`src/hw/relay_out_pkg.sv`:
```
package relay_out_pkg;

	localparam int         POINT_COUNT      = 16;
	localparam int         POINT_IDX_W      = 4;
	localparam logic [15:0] FIELD_RESET     = 16'h0000;
	localparam int         CFG_EXT_STROBE_BIT = 0;
	localparam int         CLK_PERIOD_NS    = 10;
	localparam int         WRITE_INTERVAL_NS = 24000;
	localparam int         WRITE_INTERVAL_CYC = WRITE_INTERVAL_NS / CLK_PERIOD_NS;
	localparam int         STORE_LATENCY_CYC = 2;

	typedef enum logic [2:0] {
		CMD_POINT_WRITE,
		CMD_POINT_READ,
		CMD_FIELD_WRITE,
		CMD_FIELD_READ,
		CMD_CFG_WRITE
	} cmd_t;

endpackage

```
`src/hw/relay_link_if.sv`:
```
`timescale 1ns/1ps
interface relay_link_if;
	import relay_out_pkg::*;
	logic        cmd_valid;
	logic        cmd_ready;
	cmd_t        cmd_op;
	logic [3:0]  cmd_point;
	logic [15:0] cmd_data;
	logic        cmd_meas_strobe;
	logic        rsp_valid;
	logic [15:0] rsp_data;

	modport dev (
		input  cmd_valid, cmd_op, cmd_point, cmd_data, cmd_meas_strobe,
		output cmd_ready, rsp_valid, rsp_data
	);
	modport host (
		output cmd_valid, cmd_op, cmd_point, cmd_data, cmd_meas_strobe,
		input  cmd_ready, rsp_valid, rsp_data
	);
endinterface

```
`src/hw/relay_device_end.sv`:
```
`timescale 1ns/1ps
// Operation
// one energizes relay, zero de-energizes it
// point write updates one addressed point
// point read returns one point state
// field write sets all sixteen points
// field read returns sixteen output states
// writes spaced 24 us, finished within it
// sixteen points form one strobed field
// external mode waits for external strobe
// relay 1 is lsb, relay 16 msb
// rank 1 holds writes, rank 2 drives
// reset clears storage, relays de-energized
// config bit 0 selects external strobe
// point write modifies only its bit
module relay_device_end
	import relay_out_pkg::*;
(
	input  wire logic        ref_clk,
	input  wire logic        rst_n,
	input  wire logic        meas_strobe,
	input  wire logic        ext_strobe,
	output logic [15:0]      relay_drive,
	output logic             strobe_wait,
	relay_link_if.dev        link
);

	// ********************************************
	// command handling and two-rank storage
	// ********************************************
	typedef enum logic [1:0] {D_IDLE, D_STORE, D_RESPOND} dev_state_t;

	dev_state_t   state_q, state_d;
	logic [15:0]  rank1_q, rank1_d;
	logic [15:0]  rank2_q, rank2_d;
	logic         ext_mode_q, ext_mode_d;
	logic         pend_q, pend_d;
	logic         armed_q, armed_d;
	logic         ext_prev_q, ext_prev_d;
	logic         rsp_valid_q, rsp_valid_d;
	logic [15:0]  rsp_data_q, rsp_data_d;
	logic         ext_rise;
	logic         transfer;

	function automatic logic [15:0] set_point(input logic [15:0] word, input logic [3:0] idx,
						  input logic val);
		logic [15:0] w;
		w      = word;
		w[idx] = val;
		return w;
	endfunction

	// in external mode a measurement strobe arms, the following external edge transfers
	assign ext_rise = ext_strobe && !ext_prev_q;
	assign transfer = pend_q && (ext_mode_q ? (armed_q && ext_rise) : meas_strobe); // see

	assign link.cmd_ready = (state_q == D_IDLE);
	assign link.rsp_valid = rsp_valid_q;
	assign link.rsp_data  = rsp_data_q;
	assign relay_drive    = rank2_q; // see see
	assign strobe_wait    = pend_q;

	always_comb begin
		state_d     = state_q;
		rank1_d     = rank1_q;
		rank2_d     = rank2_q;
		ext_mode_d  = ext_mode_q;
		pend_d      = pend_q;
		armed_d     = armed_q;
		ext_prev_d  = ext_strobe;
		rsp_valid_d = 1'b0;
		rsp_data_d  = rsp_data_q;
		if (transfer) begin
			rank2_d = rank1_q; // see
			pend_d  = 1'b0;
			armed_d = 1'b0;
		end else if (pend_q && ext_mode_q && meas_strobe) begin
			armed_d = 1'b1;
		end
		unique case (state_q)
			D_IDLE: begin
				if (link.cmd_valid) begin
					unique case (link.cmd_op)
						CMD_POINT_WRITE: begin
							rank1_d = set_point(rank1_q, link.cmd_point,
									    link.cmd_data[0]); // see
							state_d = D_STORE;
						end
						CMD_FIELD_WRITE: begin
							rank1_d = link.cmd_data;
							state_d = D_STORE;
						end
						CMD_CFG_WRITE: begin
							ext_mode_d = link.cmd_data[CFG_EXT_STROBE_BIT];
						end
						CMD_POINT_READ: begin
							rsp_data_d = {15'h0000, rank2_q[link.cmd_point]};
							state_d    = D_RESPOND;
						end
						CMD_FIELD_READ: begin
							rsp_data_d = rank2_q;
							state_d    = D_RESPOND;
						end
						default: state_d = D_IDLE;
					endcase
				end
			end
			D_STORE: begin
				// a write is stored well inside the host spacing window
				pend_d = 1'b1;
				if (link.cmd_meas_strobe && !ext_mode_q) begin
					rank2_d = rank1_q;
					pend_d  = 1'b0;
				end else if (link.cmd_meas_strobe) begin
					// a write with measurement strobe arms the external edge
					armed_d = 1'b1;
				end
				state_d = D_IDLE;
			end
			D_RESPOND: begin
				rsp_valid_d = 1'b1;
				state_d     = D_IDLE;
			end
			default: state_d = D_IDLE;
		endcase
	end

	always_ff @(posedge ref_clk or negedge rst_n) begin
		if (!rst_n) begin
			state_q     <= D_IDLE;
			rank1_q     <= FIELD_RESET;
			rank2_q     <= FIELD_RESET;
			ext_mode_q  <= 1'b0;
			pend_q      <= 1'b0;
			armed_q     <= 1'b0;
			ext_prev_q  <= 1'b0;
			rsp_valid_q <= 1'b0;
			rsp_data_q  <= 16'h0000;
		end else begin
			state_q     <= state_d;
			rank1_q     <= rank1_d;
			rank2_q     <= rank2_d;
			ext_mode_q  <= ext_mode_d;
			pend_q      <= pend_d;
			armed_q     <= armed_d;
			ext_prev_q  <= ext_prev_d;
			rsp_valid_q <= rsp_valid_d;
			rsp_data_q  <= rsp_data_d;
		end
	end

endmodule

```
`src/flat_wrapper.sv`:
```
// flat-port wrapper written by rule: the top's interface ports become plain ports
module relay_device_end_flat import relay_out_pkg::*;
  (ref_clk, rst_n, meas_strobe, ext_strobe, relay_drive, strobe_wait, link_cmd_valid, link_cmd_op, link_cmd_point, link_cmd_data, link_cmd_meas_strobe, link_cmd_ready, link_rsp_valid, link_rsp_data);
  relay_link_if link_i ();
  input  wire logic ref_clk;
  input  wire logic rst_n;
  input  wire logic meas_strobe;
  input  wire logic ext_strobe;
  output logic [15:0] relay_drive;
  output logic strobe_wait;
  input wire logic [$bits(link_i.cmd_valid)-1:0] link_cmd_valid;
  input wire logic [$bits(link_i.cmd_op)-1:0] link_cmd_op;
  input wire logic [$bits(link_i.cmd_point)-1:0] link_cmd_point;
  input wire logic [$bits(link_i.cmd_data)-1:0] link_cmd_data;
  input wire logic [$bits(link_i.cmd_meas_strobe)-1:0] link_cmd_meas_strobe;
  output wire logic [$bits(link_i.cmd_ready)-1:0] link_cmd_ready;
  output wire logic [$bits(link_i.rsp_valid)-1:0] link_rsp_valid;
  output wire logic [$bits(link_i.rsp_data)-1:0] link_rsp_data;
  assign link_i.cmd_valid = link_cmd_valid;
  assign link_i.cmd_op = link_cmd_op;
  assign link_i.cmd_point = link_cmd_point;
  assign link_i.cmd_data = link_cmd_data;
  assign link_i.cmd_meas_strobe = link_cmd_meas_strobe;
  assign link_cmd_ready = link_i.cmd_ready;
  assign link_rsp_valid = link_i.rsp_valid;
  assign link_rsp_data = link_i.rsp_data;
  relay_device_end u_core (.ref_clk(ref_clk), .rst_n(rst_n), .meas_strobe(meas_strobe), .ext_strobe(ext_strobe), .relay_drive(relay_drive), .strobe_wait(strobe_wait), .link(link_i));
endmodule
```
`config.mk`:
```
export PLATFORM = sky130hd
export DESIGN_NAME = relay_device_end_flat
export DESIGN_NICKNAME = d
export VERILOG_FILES = /design/src/hw/relay_out_pkg.sv /design/src/hw/relay_link_if.sv /design/src/hw/relay_device_end.sv /design/src/flat_wrapper.sv
export SDC_FILE = /design/constraint.sdc
export NUM_CORES = 1
export LEC_CHECK = 0
export BUFFER_PORTS_ARGS = -buffer_cell sky130_fd_sc_hd__buf_2
export CORE_ASPECT_RATIO = 0.8
export CORE_MARGIN = 2
export CORE_UTILIZATION = 40
export DETAILED_ROUTE_END_ITERATION = 10
export SLEW_MARGIN = 5
export SYNTH_ARGS = -nofsm -noshare
export SYNTH_HDL_FRONTEND = slang
export SYNTH_SLANG_ARGS = --single-unit
```
`constraint.sdc`:
```
create_clock -name ref_clk -period 2 [get_ports ref_clk]
set_clock_uncertainty 0.1 [all_clocks]
set_input_delay 0.3 -clock ref_clk [delete_from_list [all_inputs] [get_ports ref_clk]]
set_output_delay 0.3 -clock ref_clk [all_outputs]
set_load 0.005 [all_outputs]
```
* After elaboration in Yosys (flattened, before gate mapping)
Cells that the tools add are included.
Storage, ports and cells: register bits 55, output and inout bits 35
Cells by class: $lt $le $gt $ge 2, equality and inequality tests 8, multiplexer cells 23, reductions and logical operators 20
Operator list (number):
- one-hot mux 16 bit (2 select lines) | 2
- 2-to-1 mux 16 bit | 3
- bitwise mux 16 bit | 1
- 2-to-1 mux 1 bit | 12
- AND reduction 3 bit | 3
- logical AND 1 bit | 7
- equality test 3 x 2 -> 1 bit (second input constant) | 2
- one-hot mux 2 bit (3 select lines) | 1
- nonzero test 2 bit | 3
- less-than comparator 4 x 5 -> 1 bit (second input constant) | 1
- binary-select mux 1 bit (select 4 bit) | 1
- demux 1 bit (select 4 bit) | 1
- greater-or-equal comparator 4 x 1 -> 1 bit (second input constant) | 1
- 2-to-1 mux 2 bit | 2
- inequality test 2 bit (second input constant) | 2
- OR reduction 2 bit | 2
- equality test 3 x 1 -> 1 bit (second input constant) | 1
- equality test 3 bit (second input constant) | 1
- zero test 3 bit | 1
- equality test 2 x 1 -> 1 bit (second input constant) | 1
- equality test 2 bit (second input constant) | 1
- zero test 1 bit | 2
- zero test 2 bit | 1
- AND reduction 2 bit | 1

* Longest topological paths before layout
Gate-level depths: netlist of the first run.
word-level depth 9, gate-level depth with buffers 6, depth with buffers taken out 4

* Worst setup path before layout of the first run
Ideal clock, no wire load.
kind reg-to-reg, from register u_core.state_q[0], to register u_core.rank1_q[12], setup time 128 ps, data arrival time 1441 ps, slack 331 ps, stages on the path, launching flop included 6, cells stage by stage dfrtp_1 nor3b_2 nor3b_4 buf_6 o21ai_1 mux2_1
Between the ends: cells in the longest elaborated chain, start to end 2
RTL lines:
- from (decl) | line relay_device_end.sv:33 | dev_state_t state_q, state_d;
- from (signal assigned) | line relay_device_end.sv:140 | state_q <= state_d;
- zero test 2 bit | line relay_device_end.sv:80 | unique case (state_q)
- AND reduction 3 bit (no source line)
- to (signal assigned) | line relay_device_end.sv:141 | rank1_q <= rank1_d;
- to (decl) | line relay_device_end.sv:34 | logic [15:0] rank1_q, rank1_d;
Every way passes these cells. A chain may end at the register's enable or synchronous reset.

* Worst setup path after layout of the first run
from register u_core.state_q[0], to register u_core.rank1_q[2]
The elaborated chain is that of the path after synthesis.

==> results.yml, run 1 <==
synth:
  synthFlopType: "dfrtp_1"
  synth-warning-count: 0
  synthTopCellsByCount: "dfrtp_1 (55), nand2_1 (52), o21ai_0 (38)"
  synth_edf_count: 0
  yosysSeqAreaShare_pct: 51.1
  synth_area_leaders: "dfrtp_1 (51%), mux2_2 (8.8%), nand2_1 (7.2%)"
  synth.largest_area_cell: "dfrtp_1"
  synthCells: 262
  syn_area_um2: 2690
  avgSynthCellArea_um2: 10.3
  synth_top_area_share_pct: 51.1
  ys_types: 35
  synth_nets: 291
  synth.ff_latch_count: 55
  synthArstFlopShare_pct: 100
  synthMostInstantiatedCell: "dfrtp_1"
sta:
  setup_violations: 0
  layout_worst_path_cycle_share_pct: 90.9
  fin_tns_setup_ps: 0
  min_period_ps: 1820
  rsz0062_at_grt: "no"
  hold_viol_final: 0
  finalMaxSlewViolations: 0
  max_freq_mhz: 550
  tightestPinTransition_ps: 359
  slew_headroom_pct: 76.1
routing:
  antenna_left: 0
  drc: 0
  drt_wl_total_mm: 6.36
  via_per_inst: 5.13
  firstDrtPassIters: 4
  drt_iter0_markers: 129
  wire_per_inst_um: 15.4
  vias: 2117
setup_path:
  r2r-end: "u_core.rank1_q[2]$_DFFE_PN0P_"
  critPathRequiredTime_ps: 2100
  r2r_cells: 5
  r2r-start: "u_core.state_q[0]$_DFFE_PN0P_"
  cp-start-kind: "flop"
  end_kind: "flop"
  path_max_fanout: 17
  crit_type: "flop to flop"
  r2r_slack_ps: 180
  arrival_ps: 1920
pwr:
  ir_worst_vdd_v: 0.000375
  clkPwrFrac_pct: 22.2
  p_total_mw: 2.69
  comb_power_share_pct: 22.6
  p_sw_share_pct: 30.0
  p_leak_nw: 1.58
  switchingPower_uw: 806
  powerDensity_nw_per_um2: 831
  pwr-share-seq_pct: 55.2
  internal-power_mw: 1.88
floorplan:
  start_util_pct: 41.8
  die_h_um: 77.4
  core_area_um2: 6440
  ios: 64
  die-area_um2: 7410
  die_x_um: 95.7
  rows: 26
cts:
  path_clk_slew_ps: 100
  cts_buffer_depth: 2
  clock_latency_ps: 310
  numCtsBuffers: 5
  htreeDepth: 2
  cts_root_buf: "clkbuf_8"
  tritoncts: "done"
  clock-sinks: 55
  ctsHoldBuffers: 1
  cts_setup_buffers: 0
  cts_resized: 0
cells_and_area:
  syn2layout_area_growth_pct: 20.0
  layout.nets: 358
  final_core_util_pct: 50.2
  drive_gt1_share_pct: 33.4
  diodes: 0
  n_fill_cell: 617
global_routing:
  grt_overflow: 0
  first_global_vias: 2026
  grt_max_degree: 35
  grt_pass1_wl_mm: 10.6
  grt_util_all_layers_pct: 18.5
  antenna_found_initial: 0
worst_hold_path:
  holdPathEnd: "u_core.ext_prev_q$_DFF_PN0_"
  hp-start: "ext_strobe"
  min_path_cells: 1
  hold_path.class: "input port to flop"
placement:
  port_buffers: 63
  hpwl_mm: 4.70
  gp_congestion: 0.870
run:
  drv_cap: 0
outcome:
  status: "completed"
[worst max-delay path by stage]
stage	startpoint	to	depth (start not counted)
after detailed placement	link_cmd_point[1]	u_core.rank1_q[1]$_DFFE_PN0P_	5
after global routing	u_core.state_q[0]$_DFFE_PN0P_	u_core.rank1_q[2]$_DFFE_PN0P_	5
final	u_core.state_q[0]$_DFFE_PN0P_	u_core.rank1_q[2]$_DFFE_PN0P_	5
after CTS	u_core.state_q[0]$_DFFE_PN0P_	u_core.rank1_q[2]$_DFFE_PN0P_	5
after global placement	link_cmd_point[1]	u_core.rank1_q[1]$_DFFE_PN0P_	5
after floorplan	u_core.state_q[0]$_DFFE_PN0P_	u_core.rank1_q[12]$_DFFE_PN0P_	5
[critical path, stage by stage (launching register included)]
cell and delay (ps):
dfrtp_1 440, nor3b_2 270, nor3b_4 210, buf_4 230
o21ai_0 140, mux2_1 330
[cell families (layout without fill, tap and decap cells)]
family | after synthesis | in the layout | share of synthesized area (%)
buf+inv | 16 | 83 | 3.02
mux | 40 | 40 | 17.4
flops | 55 | 55 | 51.1
compound gates | 57 | 57 | 11.2
simple gates | 94 | 94 | 17.2
[per-layer routing]
| layer | GRT usage [%] | vias up | share of wire, % |
|---|---|---|---|
| li1 | - | 1043 | - |
| met1 | 28.6 | 1019 | 50 |
| met2 | 26.3 | 51 | 44 |
| met3 | 4.47 | 4 | 5.6 |
| met4 | 4.14 | 0 | 0.60 |
| met5 | 0 | - | 0 |
[layout by cell type (no fill, tap or decap)]
cell / instances
nor4_1: 1
nor3b_4: 2
mux2_1: 13
mux2_2: 21
nor2b_1: 1
a22o_1: 1
or3b_1: 1
nand2_1: 52
buf_12: 2
o21ai_1: 10
nor3_1: 5
or2_2: 1
o31a_1: 1
nand3_1: 1
and3b_1: 1
buf_2: 63
mux4_2: 2
a31o_2: 1
clkbuf_8: 5
or4b_1: 1
o21ai_0: 38
dfrtp_1: 55
nor3b_1: 1
nor2_1: 14
clkinv_4: 1
buf_4: 8
clkinv_2: 1
dlygate4sd3_1: 1
a31oi_1: 1
o211ai_1: 2
inv_1: 2
a21oi_1: 3
nor3b_2: 1
or3b_2: 2
nand3b_1: 2
mux2i_1: 4
nand2b_1: 8
[state kept, by name, summed over array words and instances, names as in the netlist]
signal	count
u_core.state_q	2
u_core.relay_drive	16
u_core.armed_q	1
u_core.ext_mode_q	1
u_core.link.rsp_valid	1
u_core.ext_prev_q	1
u_core.strobe_wait	1
u_core.rank1_q	16
u_core.link.rsp_data	16
[power groups by stage]
stage | Clock [mW] | Combinational [mW] | Sequential, mW
detailed placement | 0 | 0.615 | 1.51
floorplan | 0 | 0.327 | 1.46
finish | 0.596 | 0.607 | 1.48
CTS | 0.618 | 0.618 | 1.49
global placement | 0 | 0.601 | 1.51
global route | 0.674 | 0.688 | 1.52
[per-stage QoR]
step                      hold slack, ps  area (um^2)  setup slack (ps)  instances
after detailed placement            33.8         3140               184        405
after CTS                           16.1         3230               168        413
after global placement              30.5         3140               201        405
after floorplan                    -95.6         2690               331        262
after global routing                7.45         3230              58.5        413
final                               26.9         3230               182        413
[cell type report]
type	instances	area (um^2)	area share, %
clock buffer	5	68.8	2.13
clock inverter	2	13.8	0.426
inverter	2	7.51	0.232
multi-input combinational	191	1230	38.2
sequential	55	1380	42.6
tap	84	105	3.25
timing repair buffer	74	425	13.2
Note: power is estimated with default switching activity, not from simulation.
==> inputs of run 2 (changes only) <==
--- a/config.mk
+++ b/config.mk
@@ -6,10 +6,11 @@
 export NUM_CORES = 1
 export LEC_CHECK = 0
 export BUFFER_PORTS_ARGS = -buffer_cell sky130_fd_sc_hd__buf_2
-export CORE_ASPECT_RATIO = 0.8
+export CORE_ASPECT_RATIO = 2
 export CORE_MARGIN = 2
 export CORE_UTILIZATION = 40
 export DETAILED_ROUTE_END_ITERATION = 10
+export GPL_ROUTABILITY_DRIVEN = 0
 export SLEW_MARGIN = 5
 export SYNTH_ARGS = -nofsm -noshare
 export SYNTH_HDL_FRONTEND = slang
==> run 2 against run 1 <==
Against the previous run: hold slack better by 1.3 ps; total power is 16% higher; critical path type unchanged; clock-buffer cell count is 1 higher; first-iteration DRC count is 42% lower; largest cell class unchanged; final area is 3.2% higher; flip-flop and latch count stayed put; critical path depth stayed put; global-route usage is 0.76 points higher; combinational power is 1% higher; fmax is 0.96% higher; critical endpoint is now u_core.rank1_q[3]$_DFFE_PN0P_; wire length is 2.8% higher.
==> results.yml, run 2 (same netlist as run 1, synthesis figures left out) <==
routing:
  vias: 2134
  via_per_inst: 5.09
  firstDrtPassIters: 4
  drt_iter0_markers: 75
  antenna_left: 0
  wire_per_inst_um: 15.6
  drc: 0
  drt_wl_total_mm: 6.54
sta:
  rsz0062_at_grt: "no"
  slew_headroom_pct: 62.5
  max_freq_mhz: 555
  finalMaxSlewViolations: 0
  min_period_ps: 1800
  hold_viol_final: 0
  layout_worst_path_cycle_share_pct: 90.1
  fin_tns_setup_ps: 0
  tightestPinTransition_ps: 563
  setup_violations: 0
cells_and_area:
  final_cells: 419
  layout.nets: 359
  final_cell_mix: "buf_2 (63), dfrtp_1 (55), nand2_1 (52)"
  n_fill_cell: 654
  final_common_cell: "buf_2"
  syn2layout_area_growth_pct: 23.9
  fin_area_um2: 3340
  drive_gt1_share_pct: 33.8
  diodes: 0
cts:
  cts_root_buf: "clkbuf_16"
  clock-sinks: 55
  cts_buffer_depth: 2
  numCtsBuffers: 5
  clock_latency_ps: 300
  tritoncts: "done"
  path_clk_slew_ps: 70
  htreeDepth: 2
placement:
  hpwl_mm: 4.84
  postPlaceCellArea_um2: 3150
  dp_cells: 410
  port_buffers: 63
pwr:
  powerDensity_nw_per_um2: 937
  p_leak_nw: 1.63
  p_total_mw: 3.13
  ir_worst_vdd_v: 0.000451
global_routing:
  grt_pass1_wl_mm: 10.6
  first_global_vias: 2178
  grt_util_all_layers_pct: 19.3
  grt_overflow: 0
  antenna_found_initial: 0
  grt_max_degree: 35
run:
  drv_cap: 0
setup_path:
  critPathRequiredTime_ps: 2080
  startpoint: "u_core.state_q[0]$_DFFE_PN0P_"
  crit_type: "flop to flop"
  path_max_fanout: 17
  arrival_ps: 1880
  cp-start-kind: "flop"
  r2r-start: "u_core.state_q[0]$_DFFE_PN0P_"
  end_kind: "flop"
floorplan:
  core_area_um2: 6570
  rows: 42
  start_util_pct: 41.0
  ios: 64
  die-area_um2: 7440
  die_x_um: 62.0
  die_h_um: 120
worst_hold_path:
  hold_path.class: "input port to flop"
  hp-start: "ext_strobe"
outcome:
  status: "completed"
## run 2: power by group
part	switching (mW)	internal, mW	total (mW)
clock network	0.411	0.624	1.03
logic	0.274	0.339	0.613
registers	0.173	1.30	1.48
## run 2: timing repair
item,4_1_cts,5_1_grt
endpoints found under the setup margin,0,0
hold endpoints to repair,22,0
hold buffers,1,0
resized for setup,0,0
buffers inserted,0,0
## run 2: per-stage QoR
step	utilization [%]	hold slack, ps	setup slack, ps
finish	50.8	28.3	199
global route	50.8	30.3	78.8
CTS	50.8	23.8	174
detailed placement	48.0	226	176
global placement	48.0	222	262
floorplan	-	-95.6	331
## run 2: critical path, stage by stage, from the launching register on
cell and delay [ps]:
dfrtp_1 420, nor3b_2 260, nor3b_4 210, buf_4 230
o21ai_0 130, mux2_1 340
## run 2: area by class of cell
type                            count  area (um^2)  area share (%)
Inverter                            2         7.51           0.225
Sequential cell                    55         1380            41.3
Timing Repair Buffer               75          433            13.0
Multi-Input combinational cell    191         1230            37.0
Tap cell                           88          110            3.30
Clock buffer                        6          139            4.16
Clock inverter                      2         35.0            1.05
## run 2: path summary, 6_finish.rpt
kind,endpoint,slack (ps),depth (start not counted)
max,u_core.rank1_q[3]$_DFFE_PN0P_,200,5
min,u_core.ext_prev_q$_DFF_PN0_,30,1
max reg2reg,u_core.rank1_q[3]$_DFFE_PN0P_,200,5
min reg2reg,u_core.link.rsp_data[3]$_DFFE_PN0P_,370,2
max in group asynchronous,u_core.rank1_q[13]$_DFFE_PN0P_,810,3
min in group asynchronous,u_core.ext_prev_q$_DFF_PN0_,430,2
## run 2: per-layer routing
layer  vias to the layer above  track usage [%]  part of all wire [%]
met1                      1002             23.1                    39
met5                         -                0                     0
met4                         0             10.4                   4.2
li1                       1046                -                     -
met2                        65             31.1                    53
met3                        21             3.66                   4.1
==> inputs of run 3 (changes only) <==
--- a/config.mk
+++ b/config.mk
@@ -8,10 +8,10 @@
 export BUFFER_PORTS_ARGS = -buffer_cell sky130_fd_sc_hd__buf_2
 export CORE_ASPECT_RATIO = 2
 export CORE_MARGIN = 2
-export CORE_UTILIZATION = 40
+export CORE_UTILIZATION = 53
 export DETAILED_ROUTE_END_ITERATION = 10
 export GPL_ROUTABILITY_DRIVEN = 0
-export SLEW_MARGIN = 5
+export PLACE_DENSITY = 0.79
 export SYNTH_ARGS = -nofsm -noshare
 export SYNTH_HDL_FRONTEND = slang
 export SYNTH_SLANG_ARGS = --single-unit
==> run 3 against run 2 <==
Against the previous run: largest power group unchanged; worst setup slack got worse by 17 ps; combinational power fell by 2%; die area fell by 23%; fmax fell by 0.91%; highest routed layer unchanged; clock-buffer cell count did not move; register-to-register slack got worse by 20 ps; critical path depth did not move; flip-flop and latch count did not move; total power fell by 9.0%.
==> results.yml, run 3 (same netlist as run 1, synthesis figures left out) <==
outcome:
  status: "completed"
floorplan:
  die_h_um: 105
  ios: 64
  start_util_pct: 55.3
  rows: 36
  core_area_um2: 4860
  die-area_um2: 5700
  die_x_um: 54.4
cts:
  tritoncts: "done"
  cts_buffer_depth: 2
  clock-sinks: 55
  clock_latency_ps: 320
  ctsHoldBuffers: 1
  cts_resized: 0
  cts_setup_buffers: 0
  numCtsBuffers: 5
  path_clk_slew_ps: 90
  htreeDepth: 2
  cts_root_buf: "clkbuf_8"
cells_and_area:
  syn2layout_area_growth_pct: 19.3
  fin_area_um2: 3210
  drive_gt1_share_pct: 33.4
  final_cells: 386
  n_fill_cell: 433
  layout.nets: 357
  final_cell_mix: "buf_2 (63), dfrtp_1 (55), nand2_1 (52)"
  diodes: 0
  final_common_cell: "buf_2"
routing:
  vias: 2171
  wire_per_inst_um: 16.0
  drc: 0
  via_per_inst: 5.62
  drt_wl_total_mm: 6.16
  firstDrtPassIters: 4
  drt_iter0_markers: 46
  antenna_left: 0
pwr:
  ir_worst_vdd_v: 0.000685
  p_leak_nw: 1.59
  powerDensity_nw_per_um2: 885
sta:
  slew_headroom_pct: 72.5
  setup_slack_ps: 182
  rsz0062_at_grt: "no"
  fin_tns_setup_ps: 0
  whs_ps: 16.3
  layout_worst_path_cycle_share_pct: 90.9
  min_period_ps: 1820
  max_freq_mhz: 550
  finalMaxSlewViolations: 0
  tightestPinTransition_ps: 413
  setup_violations: 0
  hold_viol_final: 0
placement:
  port_buffers: 63
  dp_slack_ps: 212
  postPlaceCellArea_um2: 3090
  hpwl_mm: 4.62
  dp_cells: 377
setup_path:
  path_max_fanout: 17
  crit_type: "flop to flop"
  cp-start-kind: "flop"
  arrival_ps: 1920
  r2r_slack_ps: 180
  critPathRequiredTime_ps: 2110
  end_kind: "flop"
global_routing:
  antenna_found_initial: 0
  grt_pass1_wl_mm: 9.96
  grt_max_degree: 56
  grt_util_all_layers_pct: 23.8
  grt_overflow: 0
  first_global_vias: 2114
run:
  drv_cap: 0
worst_hold_path:
  hold_path.class: "input port to flop"
[run 3: changes by cell type in the layout (fill, tap and decap cells not counted)]
| cell | before | now |
|---|---|---|
| buf_4 | 9 | 8 |
| clkbuf_8 | 1 | 6 |
| clkbuf_16 | 5 | 0 |
| buf_12 | 2 | 1 |
[run 3: metrics by stage]
step	utilization, %	total power [mW]
6_report	66.0	2.84
5_1_grt	66.0	3.00
4_1_cts	66.0	2.86
3_5_place_dp	63.4	2.11
3_3_place_gp	63.4	2.07
2_1_floorplan	-	1.79
[run 3: final cells by class]
cell class / count / area, um^2 / share of cell area [%]
Tap cell: 57 / 71.3 / 2.22
Inverter: 2 / 7.51 / 0.234
Clock inverter: 2 / 35.0 / 1.09
Clock buffer: 6 / 82.6 / 2.57
Sequential cell: 55 / 1380 / 42.8
Timing Repair Buffer: 73 / 405 / 12.6
Multi-Input combinational cell: 191 / 1230 / 38.4
[run 3: worst paths after layout]
kind	startpoint	end	cells past startpoint
setup / recovery	u_core.state_q[0]$_DFFE_PN0P_	u_core.rank1_q[3]$_DFFE_PN0P_	5
hold / removal	ext_strobe	u_core.ext_prev_q$_DFF_PN0_	1
setup reg to reg	u_core.state_q[0]$_DFFE_PN0P_	u_core.rank1_q[3]$_DFFE_PN0P_	5
hold reg to reg	u_core.link.rsp_data[15]$_DFFE_PN0P_	u_core.link.rsp_data[15]$_DFFE_PN0P_	2
max in group asynchronous	rst_n	u_core.rank1_q[5]$_DFFE_PN0P_	3
min in group asynchronous	rst_n	u_core.armed_q$_DFF_PN0_	3
[run 3: metal layers]
metal / GRT usage (%) / up-vias / share of wire, % / wire (um)
met5: 0 / - / 0 / 0
met2: 39.3 / 58 / 55 / 3400
li1: - / 1040 / - / -
met4: 10.9 / 0 / 2.8 / 170
met3: 5.00 / 13 / 4.0 / 248
met1: 28.2 / 1060 / 38 / 2340
[run 3: critical path, stage by stage, from the launching register on]
cell	delay [ps]
dfrtp_1	430
nor3b_2	270
nor3b_4	210
buf_4	220
o21ai_0	140
mux2_1	330
[run 3: power by group]
group	internal, mW	switching, mW	leakage, nW
clock	0.405	0.362	0.0612
combinational	0.330	0.273	0.787
sequential	1.30	0.171	0.744
